===== config.mk =====
export PLATFORM = sky130hd
export DESIGN_NAME = urt_rx_timeout_dma
export DESIGN_NICKNAME = d
export VERILOG_FILES = /design/src/verilog/urt_tmo_cnt.v /design/src/verilog/urt_rx_timeout_dma.v
export VERILOG_INCLUDE_DIRS = /design/src /design/src/verilog
export SDC_FILE = /design/constraint.sdc
export NUM_CORES = 1
export LEC_CHECK = 0
export ABC_CLOCK_PERIOD_IN_PS = 2700
export BUFFER_PORTS_ARGS = -buffer_cell sky130_fd_sc_hd__clkbuf_2
export CORE_UTILIZATION = 41
export CTS_CLUSTER_SIZE = 40
export DETAILED_ROUTE_END_ITERATION = 12
export PLACE_DENSITY = 0.7
export SLEW_MARGIN = 25
export SYNTH_ARGS = -nofsm -noshare
export SYNTH_HDL_FRONTEND = slang
export SYNTH_SLANG_ARGS = --single-unit

===== constraint.sdc =====
create_clock -name aclk -period 2.7 [get_ports aclk]
set_input_delay 0.135 -clock aclk [delete_from_list [all_inputs] [get_ports aclk]]
set_output_delay 0.135 -clock aclk [all_outputs]
set_load 0.05 [all_outputs]

===== src/verilog/urt_defs.vh =====
// Purpose: constants of the rx timeout and dma trigger block
// Assumes: 32-bit axi4-lite register bus, byte addresses
// Notes:   included by the top design file of the block, not by the counter
`ifndef URT_DEFS_VH
`define URT_DEFS_VH

// ---------------------------------------------------------------
// register byte addresses
// ---------------------------------------------------------------
`define URT_A_RXHOLD   8'h00
`define URT_A_IDENT    8'h04
`define URT_A_LSTAT    8'h08
`define URT_A_MSTAT    8'h0c
`define URT_A_EFC2     8'h10
`define URT_A_TMO_LO   8'h14
`define URT_A_TMO_HI   8'h18
`define URT_A_TRIG     8'h1c
`define URT_A_ISTAT    8'h20
`define URT_A_IMASK    8'h24

// ---------------------------------------------------------------
// fields and values
// ---------------------------------------------------------------
`define URT_EFC2_PERIODIC 6
`define URT_IDENT_TMO     8'h0c
`define URT_IDENT_NONE    8'h01
`define URT_IS_TMO        0
`define URT_IS_RXDMA      1
`define URT_IS_TXDMA      2
`define URT_IS_W          3
`define URT_TMO_RST       16'hffff
`define URT_TRIG_RST      16'h0101
`define URT_LVL_W         7
`define URT_RESP_OK       2'b00
`define URT_RESP_ERR      2'b10
`define URT_TMO_LO_RST    8'hff
`define URT_TMO_HI_RST    8'hff
`define URT_CH_W          2
`define URT_CHL_W         (`URT_CH_W*`URT_LVL_W)
`define URT_CH_TX         0
`define URT_CH_RX         1
`define URT_TRIG_STRIDE   8
`define URT_LVL_ZERO      7'h00
`define URT_LVL_ONE       7'h01

`endif


===== src/verilog/urt_tmo_cnt.v =====
// Purpose: rx character timeout down-counter
// Assumes: one count per clock cycle while armed and running
// Notes:   expire is a one-cycle pulse from a flip-flop
`timescale 1ns/1ps
module urt_tmo_cnt (
  // clock and reset
  input  wire        aclk,
  input  wire        aresetn,
  // control
  input  wire        reload,
  input  wire [15:0] load_val,
  input  wire        run,
  input  wire        periodic,
  // event
  output reg         expire_r
);

  reg  [15:0] cnt_r;
  reg         armed_r;
  wire        last;

  assign last = (cnt_r <= 16'h0001);

  // ---------------------------------------------------------------
  // count down while idle with data, fire once the count is down to one
  // ---------------------------------------------------------------
  always @(posedge aclk) begin
    if (!aresetn) begin
      cnt_r    <= 16'h0000;
      armed_r  <= 1'b0;
      expire_r <= 1'b0;
    end else begin
      expire_r <= 1'b0;
      if (reload) begin
        cnt_r   <= load_val;
        armed_r <= 1'b1;
      end else if (armed_r && run) begin
        if (last) begin
          expire_r <= 1'b1;
          if (periodic) begin
            cnt_r <= load_val;
          end else begin
            armed_r <= 1'b0;
          end
        end else begin
          cnt_r <= cnt_r - 16'h0001;
        end
      end
    end
  end

endmodule


===== src/verilog/urt_rx_timeout_dma.v =====
// Purpose: rx timeout interrupt and fifo dma trigger, axi4-lite slave
// Assumes: fifo levels and rx data come from logic on aclk
// Notes:   rx_line is a pin and is synchronised before use
//
// Chosen here: the register offsets and the AXI4-Lite interface to the registers.
`timescale 1ns/1ps
`include "urt_defs.vh"
module urt_rx_timeout_dma (
  // clock and reset
  input  wire                  aclk,
  input  wire                  aresetn,
  // axi4-lite write address
  input  wire [7:0]            s_axi_awaddr,
  input  wire                  s_axi_awvalid,
  output reg                   s_axi_awready,
  // axi4-lite write data
  input  wire [31:0]           s_axi_wdata,
  input  wire [3:0]            s_axi_wstrb,
  input  wire                  s_axi_wvalid,
  output reg                   s_axi_wready,
  // axi4-lite write response
  output reg  [1:0]            s_axi_bresp,
  output reg                   s_axi_bvalid,
  input  wire                  s_axi_bready,
  // axi4-lite read address
  input  wire [7:0]            s_axi_araddr,
  input  wire                  s_axi_arvalid,
  output reg                   s_axi_arready,
  // axi4-lite read data
  output reg  [31:0]           s_axi_rdata,
  output reg  [1:0]            s_axi_rresp,
  output reg                   s_axi_rvalid,
  input  wire                  s_axi_rready,
  // receiver side
  input  wire                  rx_line,
  input  wire                  rx_char_stb,
  input  wire [7:0]            rx_data,
  input  wire [`URT_LVL_W-1:0] rx_level,
  output reg                   rx_pop_r,
  // transmitter side
  input  wire [`URT_LVL_W-1:0] tx_space,
  // line and modem status
  input  wire [7:0]            line_stat,
  input  wire [7:0]            modem_stat,
  // dma and interrupt
  output reg                   rx_dma_req_r,
  output reg                   tx_dma_req_r,
  output reg                   irq_r
);

  // ---------------------------------------------------------------
  // registers
  // ---------------------------------------------------------------
  // programmable registers
  reg  [7:0]            efc2_r;
  reg  [7:0]            tmo_lo_r;
  reg  [7:0]            tmo_hi_r;
  reg  [15:0]           trig_r;
  // interrupt and timeout state
  reg  [`URT_IS_W-1:0]  istat_r;
  reg  [`URT_IS_W-1:0]  imask_r;
  reg                   tmo_pend_r;
  // synchroniser and bus capture
  reg                   rx_s1_r;
  reg                   rx_s2_r;
  reg                   aw_ok_r;
  reg                   w_ok_r;
  reg  [7:0]            aw_addr_r;
  reg  [31:0]           w_data_r;
  reg  [3:0]            w_strb_r;
  // next values
  reg  [31:0]           rd_nxt;
  reg                   rd_err_nxt;
  reg                   wr_err_nxt;

  wire                  tmo_expire;
  wire                  rx_has_data;
  wire                  periodic;
  wire                  wr_go;
  wire                  rd_go;
  wire                  ident_rd;
  wire                  hold_rd;
  wire                  rearm;
  wire                  wr_lane0;
  wire [7:0]            ident_code;
  // dma slices, tx at index 0, rx at index 1
  wire [`URT_CHL_W-1:0] ch_levels;
  wire [`URT_CH_W-1:0]  dma_cur;
  wire [`URT_CH_W-1:0]  dma_nxt;
  wire [`URT_CH_W-1:0]  dma_rise;
  wire [`URT_IS_W-1:0]  ev;
  wire [`URT_IS_W-1:0]  w1c;
  wire [`URT_IS_W-1:0]  istat_nxt;
  genvar                ch;

  // ---------------------------------------------------------------
  // mode, bus decode and read side effects
  // ---------------------------------------------------------------
  assign rx_has_data = (rx_level != {`URT_LVL_W{1'b0}});
  assign periodic    = efc2_r[`URT_EFC2_PERIODIC];
  // a write commits only once its response slot is free
  assign wr_go       = aw_ok_r && w_ok_r && !s_axi_bvalid;
  assign wr_lane0    = wr_go && w_strb_r[0];
  assign rd_go       = s_axi_arvalid && s_axi_arready;
  // only the ident read touches the timeout; the holding read decodes the pop strobe
  assign ident_rd    = rd_go && (s_axi_araddr == `URT_A_IDENT);
  assign hold_rd     = rd_go && (s_axi_araddr == `URT_A_RXHOLD);
  assign ident_code  = tmo_pend_r ? `URT_IDENT_TMO : `URT_IDENT_NONE;

  // ---------------------------------------------------------------
  // timeout re-arm
  // ---------------------------------------------------------------
  // a cleared timeout with data still queued starts a fresh period;
  // periodic mode needs none, its counter never stops
  assign rearm = ident_rd && tmo_pend_r && rx_has_data && !periodic;

  // ---------------------------------------------------------------
  // rx line synchroniser
  // ---------------------------------------------------------------
  always @(posedge aclk) begin
    if (!aresetn) begin
      // idle level, so release shows no false activity
      rx_s1_r <= 1'b1;
      rx_s2_r <= 1'b1;
    end else begin
      rx_s1_r <= rx_line;
      rx_s2_r <= rx_s1_r;
    end
  end

  // ---------------------------------------------------------------
  // timeout counter
  // ---------------------------------------------------------------
  urt_tmo_cnt u_tmo (
    .aclk     (aclk),
    .aresetn  (aresetn),
    .reload   (rx_char_stb | rearm),
    .load_val ({tmo_hi_r, tmo_lo_r}),
    .run      (rx_s2_r && rx_has_data),
    .periodic (periodic),
    .expire_r (tmo_expire)
  );

  // ---------------------------------------------------------------
  // timeout pending flag, set wins over the ident read clear
  // ---------------------------------------------------------------
  always @(posedge aclk) begin
    if (!aresetn) begin
      tmo_pend_r <= 1'b0;
    end else if (tmo_expire) begin
      tmo_pend_r <= 1'b1;
    end else if (ident_rd) begin
      tmo_pend_r <= 1'b0;
    end
  end

  // ---------------------------------------------------------------
  // dma requests by fifo level, one slice per direction
  // ---------------------------------------------------------------
  assign ch_levels = {rx_level, tx_space};
  assign dma_cur   = {rx_dma_req_r, tx_dma_req_r};

  generate
    for (ch = 0; ch < `URT_CH_W; ch = ch + 1) begin : g_dma
      wire [`URT_LVL_W-1:0] lvl;
      wire [`URT_LVL_W-1:0] lvl_field;
      wire [`URT_LVL_W-1:0] lvl_trig;
      assign lvl       = ch_levels[ch*`URT_LVL_W +: `URT_LVL_W];
      assign lvl_field = trig_r[ch*`URT_TRIG_STRIDE +: `URT_LVL_W];
      // zero trigger level behaves as level one
      assign lvl_trig  = (lvl_field == `URT_LVL_ZERO) ? `URT_LVL_ONE : lvl_field;
      // plain level compare, so no trigger value gives a stray request
      assign dma_nxt[ch]  = (lvl >= lvl_trig);
      assign dma_rise[ch] = dma_nxt[ch] && !dma_cur[ch];
    end
  endgenerate

  always @(posedge aclk) begin
    if (!aresetn) begin
      rx_dma_req_r <= 1'b0;
      tx_dma_req_r <= 1'b0;
    end else begin
      rx_dma_req_r <= dma_nxt[`URT_CH_RX];
      tx_dma_req_r <= dma_nxt[`URT_CH_TX];
    end
  end

  // ---------------------------------------------------------------
  // interrupt status, mask and output
  // ---------------------------------------------------------------
  // dma events mark the rising edge of a request
  assign ev[`URT_IS_TMO]   = tmo_expire;
  assign ev[`URT_IS_RXDMA] = dma_rise[`URT_CH_RX];
  assign ev[`URT_IS_TXDMA] = dma_rise[`URT_CH_TX];
  // write one to clear, byte lane 0 only
  assign w1c = (wr_lane0 && aw_addr_r == `URT_A_ISTAT) ?
               w_data_r[`URT_IS_W-1:0] : {`URT_IS_W{1'b0}};
  // an event in the clearing cycle wins
  assign istat_nxt = (istat_r & ~w1c) | ev;

  always @(posedge aclk) begin
    if (!aresetn) begin
      istat_r <= {`URT_IS_W{1'b0}};
      irq_r   <= 1'b0;
    end else begin
      istat_r <= istat_nxt;
      irq_r   <= |(istat_nxt & imask_r);
    end
  end

  // ---------------------------------------------------------------
  // axi write channels, address and data in either order
  // ---------------------------------------------------------------
  always @(posedge aclk) begin
    if (!aresetn) begin
      aw_ok_r       <= 1'b0;
      w_ok_r        <= 1'b0;
      aw_addr_r     <= 8'h00;
      w_data_r      <= 32'h00000000;
      w_strb_r      <= 4'h0;
      s_axi_awready <= 1'b0;
      s_axi_wready  <= 1'b0;
      s_axi_bvalid  <= 1'b0;
      s_axi_bresp   <= `URT_RESP_OK;
    end else begin
      // ready pulses every other cycle while the channel is free
      s_axi_awready <= !aw_ok_r && !s_axi_awready && !s_axi_bvalid;
      s_axi_wready  <= !w_ok_r && !s_axi_wready && !s_axi_bvalid;
      if (s_axi_awvalid && s_axi_awready) begin
        aw_ok_r       <= 1'b1;
        aw_addr_r     <= s_axi_awaddr;
        s_axi_awready <= 1'b0;
      end
      if (s_axi_wvalid && s_axi_wready) begin
        w_ok_r       <= 1'b1;
        w_data_r     <= s_axi_wdata;
        w_strb_r     <= s_axi_wstrb;
        s_axi_wready <= 1'b0;
      end
      if (wr_go) begin
        aw_ok_r      <= 1'b0;
        w_ok_r       <= 1'b0;
        s_axi_bvalid <= 1'b1;
        s_axi_bresp  <= wr_err_nxt ? `URT_RESP_ERR : `URT_RESP_OK;
      end else if (s_axi_bvalid && s_axi_bready) begin
        s_axi_bvalid <= 1'b0;
      end
    end
  end

  // ---------------------------------------------------------------
  // write decode
  // ---------------------------------------------------------------
  always @* begin
    // read-only and unmapped offsets answer with an error
    case (aw_addr_r)
      `URT_A_EFC2,
      `URT_A_TMO_LO,
      `URT_A_TMO_HI,
      `URT_A_TRIG,
      `URT_A_ISTAT,
      `URT_A_IMASK: wr_err_nxt = 1'b0;
      default:      wr_err_nxt = 1'b1;
    endcase
  end

  always @(posedge aclk) begin
    if (!aresetn) begin
      efc2_r   <= 8'h00;
      tmo_lo_r <= `URT_TMO_LO_RST;
      tmo_hi_r <= `URT_TMO_HI_RST;
      trig_r   <= `URT_TRIG_RST;
      imask_r  <= {`URT_IS_W{1'b0}};
    end else if (wr_go) begin
      case (aw_addr_r)
        `URT_A_EFC2: begin
          if (w_strb_r[0]) efc2_r <= w_data_r[7:0];
        end
        `URT_A_TMO_LO: begin
          if (w_strb_r[0]) tmo_lo_r <= w_data_r[7:0];
        end
        `URT_A_TMO_HI: begin
          if (w_strb_r[0]) tmo_hi_r <= w_data_r[7:0];
        end
        `URT_A_TRIG: begin
          // rx trigger byte rides on lane 1
          if (w_strb_r[0]) trig_r[7:0] <= w_data_r[7:0];
          if (w_strb_r[1]) trig_r[15:8] <= w_data_r[15:8];
        end
        `URT_A_IMASK: begin
          if (w_strb_r[0]) imask_r <= w_data_r[`URT_IS_W-1:0];
        end
        default: begin
          imask_r <= imask_r;
        end
      endcase
    end
  end

  // ---------------------------------------------------------------
  // read decode; status reads carry no timeout side effect
  // ---------------------------------------------------------------
  always @* begin
    rd_nxt     = 32'h00000000;
    rd_err_nxt = 1'b0;
    // unmapped offsets read zero with an error
    case (s_axi_araddr)
      `URT_A_RXHOLD: rd_nxt[7:0] = rx_data;
      `URT_A_IDENT:  rd_nxt[7:0] = ident_code;
      `URT_A_LSTAT:  rd_nxt[7:0] = line_stat;
      `URT_A_MSTAT:  rd_nxt[7:0] = modem_stat;
      `URT_A_EFC2:   rd_nxt[7:0] = efc2_r;
      `URT_A_TMO_LO: rd_nxt[7:0] = tmo_lo_r;
      `URT_A_TMO_HI: rd_nxt[7:0] = tmo_hi_r;
      `URT_A_TRIG:   rd_nxt[15:0] = trig_r;
      `URT_A_ISTAT:  rd_nxt[`URT_IS_W-1:0] = istat_r;
      `URT_A_IMASK:  rd_nxt[`URT_IS_W-1:0] = imask_r;
      default:       rd_err_nxt = 1'b1;
    endcase
  end

  // ---------------------------------------------------------------
  // axi read channels
  // ---------------------------------------------------------------
  always @(posedge aclk) begin
    if (!aresetn) begin
      s_axi_arready <= 1'b0;
      s_axi_rvalid  <= 1'b0;
      s_axi_rdata   <= 32'h00000000;
      s_axi_rresp   <= `URT_RESP_OK;
      rx_pop_r      <= 1'b0;
    end else begin
      // ready stays low after each take until the read response is accepted, so one request is seen once
      s_axi_arready <= !s_axi_arready && !s_axi_rvalid;
      // no pop on an empty fifo, so a stray read cannot underflow it
      rx_pop_r      <= hold_rd && rx_has_data;
      if (rd_go) begin
        s_axi_arready <= 1'b0;
        s_axi_rvalid  <= 1'b1;
        s_axi_rdata   <= rd_nxt;
        s_axi_rresp   <= rd_err_nxt ? `URT_RESP_ERR : `URT_RESP_OK;
      end else if (s_axi_rvalid && s_axi_rready) begin
        s_axi_rvalid <= 1'b0;
      end
    end
  end

endmodule


# After elaboration in Yosys (flattened, before gate mapping)
# Cells that the tools add are included.
[op_classes]
add_sub_neg = 1
order_cmp = 3
eq_ne = 17
mux = 24
n_bitwise = 7
n_reduce_logical = 59
[op_table]
columns = ["operator", "count"]
rows = [
  ["$eq 8x5->1 const B", 8],
  ["$mux 16", 4],
  ["$pmux 5 s8", 1],
  ["$eq 8x6->1 const B", 4],
  ["$pmux 3 s10", 1],
  ["$logic_and 1x1->1", 24],
  ["$reduce_and 3->1", 7],
  ["$eq 8x4->1 const B", 2],
  ["$le 16x1->1 const B", 1],
  ["$sub 16x1->16 const B", 1],
  ["$ge 7x7->1", 2],
  ["$logic_not 7->1", 2],
  ["$mux 7", 2],
  ["$mux 1", 11],
  ["$logic_not 1->1", 10],
  ["$reduce_bool 2->1", 5],
  ["$reduce_or 10->1", 1],
  ["$eq 8x3->1 const B", 1],
  ["$logic_not 8->1", 1],
  ["$mux 8", 1],
  ["$reduce_or 2->1", 4],
  ["$reduce_bool 7->1", 1],
  ["$and 3x3->3", 2],
  ["$reduce_or 3->1", 2],
  ["11 further kinds", 13],
]
[totals]
regBits = 124
inputBits = 99
out_inout_bits = 45
word_cells = 141

# Longest topological paths before layout
[depth]
depth_word = 10
ltp_mapped = 9
depth_no_buf = 9

# By module
# Synthesis repeated with hierarchy kept, for this count alone.
[hier_totals]
hier_cells = 725
hier_area_um2 = 6307.3
[modules_own_cells]
columns = ["module", "n_inst", "cells_each", "area_per_inst_um2"]
rows = [
  ["urt_rx_timeout_dma", 1, 576, 5109.9],
  ["urt_tmo_cnt", 1, 149, 1197.4],
]

# Least setup slack after synthesis
# OpenSTA, ideal clock, no wires.
[synth_timing]
path_type = "register to register"
start = "reg trig_r[9]"
end = "reg irq_r"
arrival_time_ns = 2.002
required_ns = 2.578
setup_slack_ns = 0.576
stages_incl_launch_ff = 10
synth_period_minus_slack_ns = 2.124
path_cell_list = "dfxtp_1 > nor4_1 > a31o_2 > ha_1 > nand2b_1 > nand3_1 > a21oi_1 > o31a_1 > a32o_1 > a221o_1"
[synth_via]
elab_chain_cells = 7
[synth_rtl]
columns = ["element", "line", "rtl"]
rows = [
  ["start: declaration", "urt_rx_timeout_dma.v:58", "reg [15:0] trig_r;"],
  ["start signal: assignment", "urt_rx_timeout_dma.v:272", "trig_r <= `URT_TRIG_RST;"],
  ["start signal: assignment", "urt_rx_timeout_dma.v:288", "if (w_strb_r[1]) trig_r[15:8] <= w_data_r[15:8];"],
  ["$logic_not 7->1 (no source line)", "n/a", ""],
  ["$mux 7 (*)", "urt_rx_timeout_dma.v:171", "assign lvl_trig = (lvl_field == `URT_LVL_ZERO) ? `URT_LVL_ONE : lvl_field;"],
  ["$ge 7x7->1 (*)", "urt_rx_timeout_dma.v:173", "assign dma_nxt[ch] = (lvl >= lvl_trig);"],
  ["$logic_and 1x1->1 (*)", "urt_rx_timeout_dma.v:174", "assign dma_rise[ch] = dma_nxt[ch] && !dma_cur[ch];"],
  ["$or 3x3->3 (*)", "urt_rx_timeout_dma.v:199", "assign istat_nxt = (istat_r & ~w1c) | ev;"],
  ["$and 3x3->3 (*)", "urt_rx_timeout_dma.v:207", "irq_r <= |(istat_nxt & imask_r);"],
  ["$reduce_or 3->1 (*)", "urt_rx_timeout_dma.v:207", ""],
  ["end signal: assignment", "urt_rx_timeout_dma.v:207", ""],
  ["end: declaration", "urt_rx_timeout_dma.v:48", "output reg irq_r"],
]
# Every way passes the cells marked *; elsewhere a longest branch is shown, timed or not.
# A chain may end at the register's enable or synchronous reset.

# Final worst setup path
[layout_timing]
start = "reg aw_addr_r[0]"
end = "reg trig_r[9]"
[layout_via]
elab_chain_cells = 2
[layout_rtl]
columns = ["element", "line", "rtl"]
rows = [
  ["start: declaration", "urt_rx_timeout_dma.v:68", "reg [7:0] aw_addr_r;"],
  ["start signal: assignment", "urt_rx_timeout_dma.v:231", "aw_addr_r <= s_axi_awaddr;"],
  ["$eq 8x5->1", "urt_rx_timeout_dma.v:275", "case (aw_addr_r)"],
  ["$reduce_and 3->1 (no source line)", "n/a", ""],
]
# Every way passes these cells.

==> metrics.sh <==
WORSTSKEWPAIRLATENCY_PS=420
TIMING.CRITICAL_PATH.FANOUT_MAX=13
GRT_PASS1_WL_UM=27420
SYNTHSIMPLEGATEAREAFRAC_PCT=23.42
MAPPEDNETLISTAREA_SQ_MM=0.006095
YOSYS_WARNINGS=0
SYNTH_TOP_CELLS_BY_AREA='dfxtp_1, mux2i_1, nand2_1'
NETLIST_INSTANCES=721
FLOORPLAN.DIE.WIDTH_UM=123.9
NUMBER_OF_ENABLE_FLIP_FLOP_CELLS_AFTER_SYNTHESIS=0
ROUTE.ANTENNA.REMAINING_NETS=0
SYNTH.FF_LATCH_COUNT=122
MET2WIRELENGTH_UM=7616
INITIAL_ANTENNA_VIOLATION_COUNT=0
SYNTH-SEQ-AREA-SHARE_PCT=40.07
NNETSFINAL=975
DIE_H_UM=123.9
TIMING.CRITICAL_PATH.REQUIRED_PS=2970
LEADING_AREA_CONTRIBUTOR_AFTER_SYNTHESIS='dfxtp_1'
POST-PLACE-CELLS=996
FINALSETUPVIOLCOUNT=0
MAX_SLEW_MARGIN_PCT=46.78
CELLPOWERDENSITY_mW_PER_MM2=593.0
HTREEDEPTH=4
MIN_PERIOD_OVER_PERIOD_PCT=85.63
NUM_ANTENNA_CELLS=0
FINISH.CELL_COUNT_WITHOUT_FILLERS=1054
WORST_SLEW_PIN_SLEW_PS=798.3
MAX-CAP-VIOLATIONS=0
CTS_INSERTED_BUFFERS=17
MEAN_ROUTED_WIRELENGTH_PER_CELL_UM=16.06
GRT_OVERFLOW_TOTAL=0
MAX_CLOCK_FREQ_MHz=432.5
FRACTION_OF_REGISTERS_WITH_ASYNC_SET_OR_RESET_AFTER_SYNTHESIS_PCT=0
SETUP_TNS_PS=0
POST_CTS.REPAIR.SETUP_BUFFERS=0
DETAILED_PLACE_HPWL_UM=12190
CP_DATA_ARRIVAL_TIME_PS=2580
GRT.TOTAL_USAGE_PCT=23.69
VDD.IR_DROP.WORST_mV=0.4516
FINALPOWER_mW=4.505
DIE-AREA_SQ_MM=0.01536
GRT_MAX_DEGREE=73
NUM_IO_PINS=144
N_FILL_CELL=1401
SYNTH_TOP_AREA_SHARE_PCT=40.07
FINALWIRELENGTH_UM=16930
REPORT.FINAL.SLEW_VIOL_COUNT=0
CTS.REPORTEDPATHS.CLKPINSLEW_PS=50
FIRST_GLOBAL_VIAS=5482
LAYOUT_COMMONEST_CELL='dfxtp_1'
FIN_CRIT_PS=2312
SYNTH_TOP_FAMILY_BY_AREA='simple AND/OR/NAND/NOR gates'
WORST_HOLD_PATH_TYPE='in2reg'
CLOCK_SINK_COUNT=122
AREA_DELTA_SYNTH_FINAL_PCT=24.66
TIMING.CLOCK.SKEW_PS=6.694
AVGVIACOUNTPERCELL=5.402
CTS_RESIZED=0
MET1_LENGTH_UM=7975
BUFFER_PORTS.INSERTED=107
MET3_WIRELENGTH_UM=979
STATUS='complete, no violations'
SYNTH_MUX_AREA_SHARE_PCT=9.793
SYNTHADDERAREAFRAC_PCT=3.285
ROWS=44
CORE-AREA_SQ_MM=0.01453
SYNTHESIS.AREA_PER_INSTANCE_SQ_UM=8.453
POST_ROUTE_CELLS_DRIVE_ABOVE_1_SHARE_PCT=21.49
YOSYS_MOST_USED_DFF='dfxtp_1'
CELL_CHOSEN_FOR_THE_CLOCK_ROOT='clkbuf_16'
VIAS=5694
DRC=0
START_UTIL_PCT=41.93
CTS_TREE='done'
WORST_SETUP_PATH_START_KIND='register'
CTSLONGESTPATHBUFFERS=2
TOP_LIBRARY_CELLS_BY_USAGE_IN_THE_LAYOUT_FILL_AND_TAPS_ASIDE='dfxtp_1, nand2_1, clkbuf_2'
CRITICALPATHCATEGORY='reg2reg'
UNREPAIRED_SETUP_ENDPOINTS_AFTER_GLOBAL_ROUTING='false'
DRT_FIRST_PASS_ITERS=5
POWER.STATIC_LEAKAGE_nW=2.991
SYNTH.LIB_CELLS_USED.DISTINCT=77
COMPOUND_CELL_AREA_SHARE_OF_THE_YOSYS_NETLIST_PCT=17.24
MAXUSEDROUTINGLAYER='met4'
WORST_SETUP_PATH_END_KIND='register'
HOLD_VIOL=0
INITIALDRTVIOLATIONCOUNT=373
FINALWEIGHTEDCONGESTION=0.9099
POST_SYNTH_XOR_AREA_FRACTION_PCT=0.1437
kinds of logic (layout without fill, tap and decap cells):
| kind of cell | Yosys count | count (layout) |
|---|---|---|
| xor+xnor | 1 | 1 |
| compound gates | 164 | 164 |
| mux | 54 | 54 |
| simple gates | 286 | 286 |
| flops | 122 | 122 |
| fa+ha+maj | 16 | 16 |
| buf+inv | 77 | 209 |
| other cells | 1 | 18 |
flip-flops by register name, indices dropped and copies added (netlist names), 2 cells and up:
register	count
u_tmo.cnt_r	16
trig_r	16
aw_addr_r	8
tmo_hi_r	8
w_strb_r	2
s_axi_rdata	16
tmo_lo_r	8
imask_r	3
efc2_r	8
istat_r	3
w_data_r	16
worst paths after layout:
kind / from / to / slack (ps) / cells after the start
setup / recovery: aw_addr_r[0] / trig_r[9] / 390 / 6
hold reg to reg: rx_s1_r / rx_s2_r / 410 / 1
setup reg to reg: aw_addr_r[0] / trig_r[9] / 390 / 6
hold / removal: s_axi_arvalid / s_axi_rresp[1] / 70 / 3
synthesized netlist by cell type (6+ instances only):
library cell / count
nand4_1: 8
mux2i_1: 45
inv_1: 24
nor2_1: 65
nand2_1: 110
a21oi_1: 61
a22oi_1: 12
nand3_1: 21
o21ai_1: 18
nand2b_1: 13
nor3_1: 21
clkbuf_1: 25
o21ai_0: 19
ha_1: 16
nor4_1: 6
buf_4: 19
dfxtp_1: 122
area by class of cell:
| type | instances | area, sq um | area share, % |
|---|---|---|---|
| Clock buffer | 26 | 499.2 | 6.571 |
| Clock inverter | 3 | 15.01 | 0.1976 |
| Inverter | 26 | 97.59 | 1.285 |
| Multi-Input combinational cell | 539 | 3352 | 44.12 |
| Sequential cell | 122 | 2442 | 32.15 |
| Tap cell | 184 | 230.2 | 3.030 |
| Timing Repair Buffer | 154 | 960.9 | 12.65 |
power by group:
group / switching (mW) / internal (mW) / total, mW / leakage, nW
registers: 0.0622 / 1.86 / 1.92 / 0.994
clock network: 0.754 / 1.25 / 2.00 / 0.256
logic: 0.361 / 0.220 / 0.581 / 1.74
critical path, cell delays in order (launching register included):
cell and delay [ps]:
dfxtp_1 310, or4_4 570, nor3_2 230, nand2_1 360, nor2_4 410, mux2i_1 230, nor2_1 60
stage by stage:
stage               utilization (%)  worst slack [ps]  hold slack, ps  area, sq um
floorplan                         -             575.7           236.5         6158
global placement              46.74             395.5           359.0         6793
detailed placement            46.74             387.4           360.0         6793
CTS                           52.27             374.4           57.73         7597
global route                  52.27             195.6           94.67         7597
finish                        52.27             387.9           66.18         7597
per-layer routing:
| layer | track usage (%) | up-vias |
|---|---|---|
| met5 | 0 | - |
| met4 | 9.301 | 0 |
| met3 | 5.403 | 27 |
| met2 | 37.29 | 193 |
| met1 | 31.39 | 2656 |
| li1 | - | 2818 |
timing repair:
action / 4_1_cts / 5_1_grt
hold buffers: 29 / 0
setup endpoints to repair: 0 / 0
hold endpoints to repair: 29 / 0
Note: power is estimated with default switching activity, not from simulation.
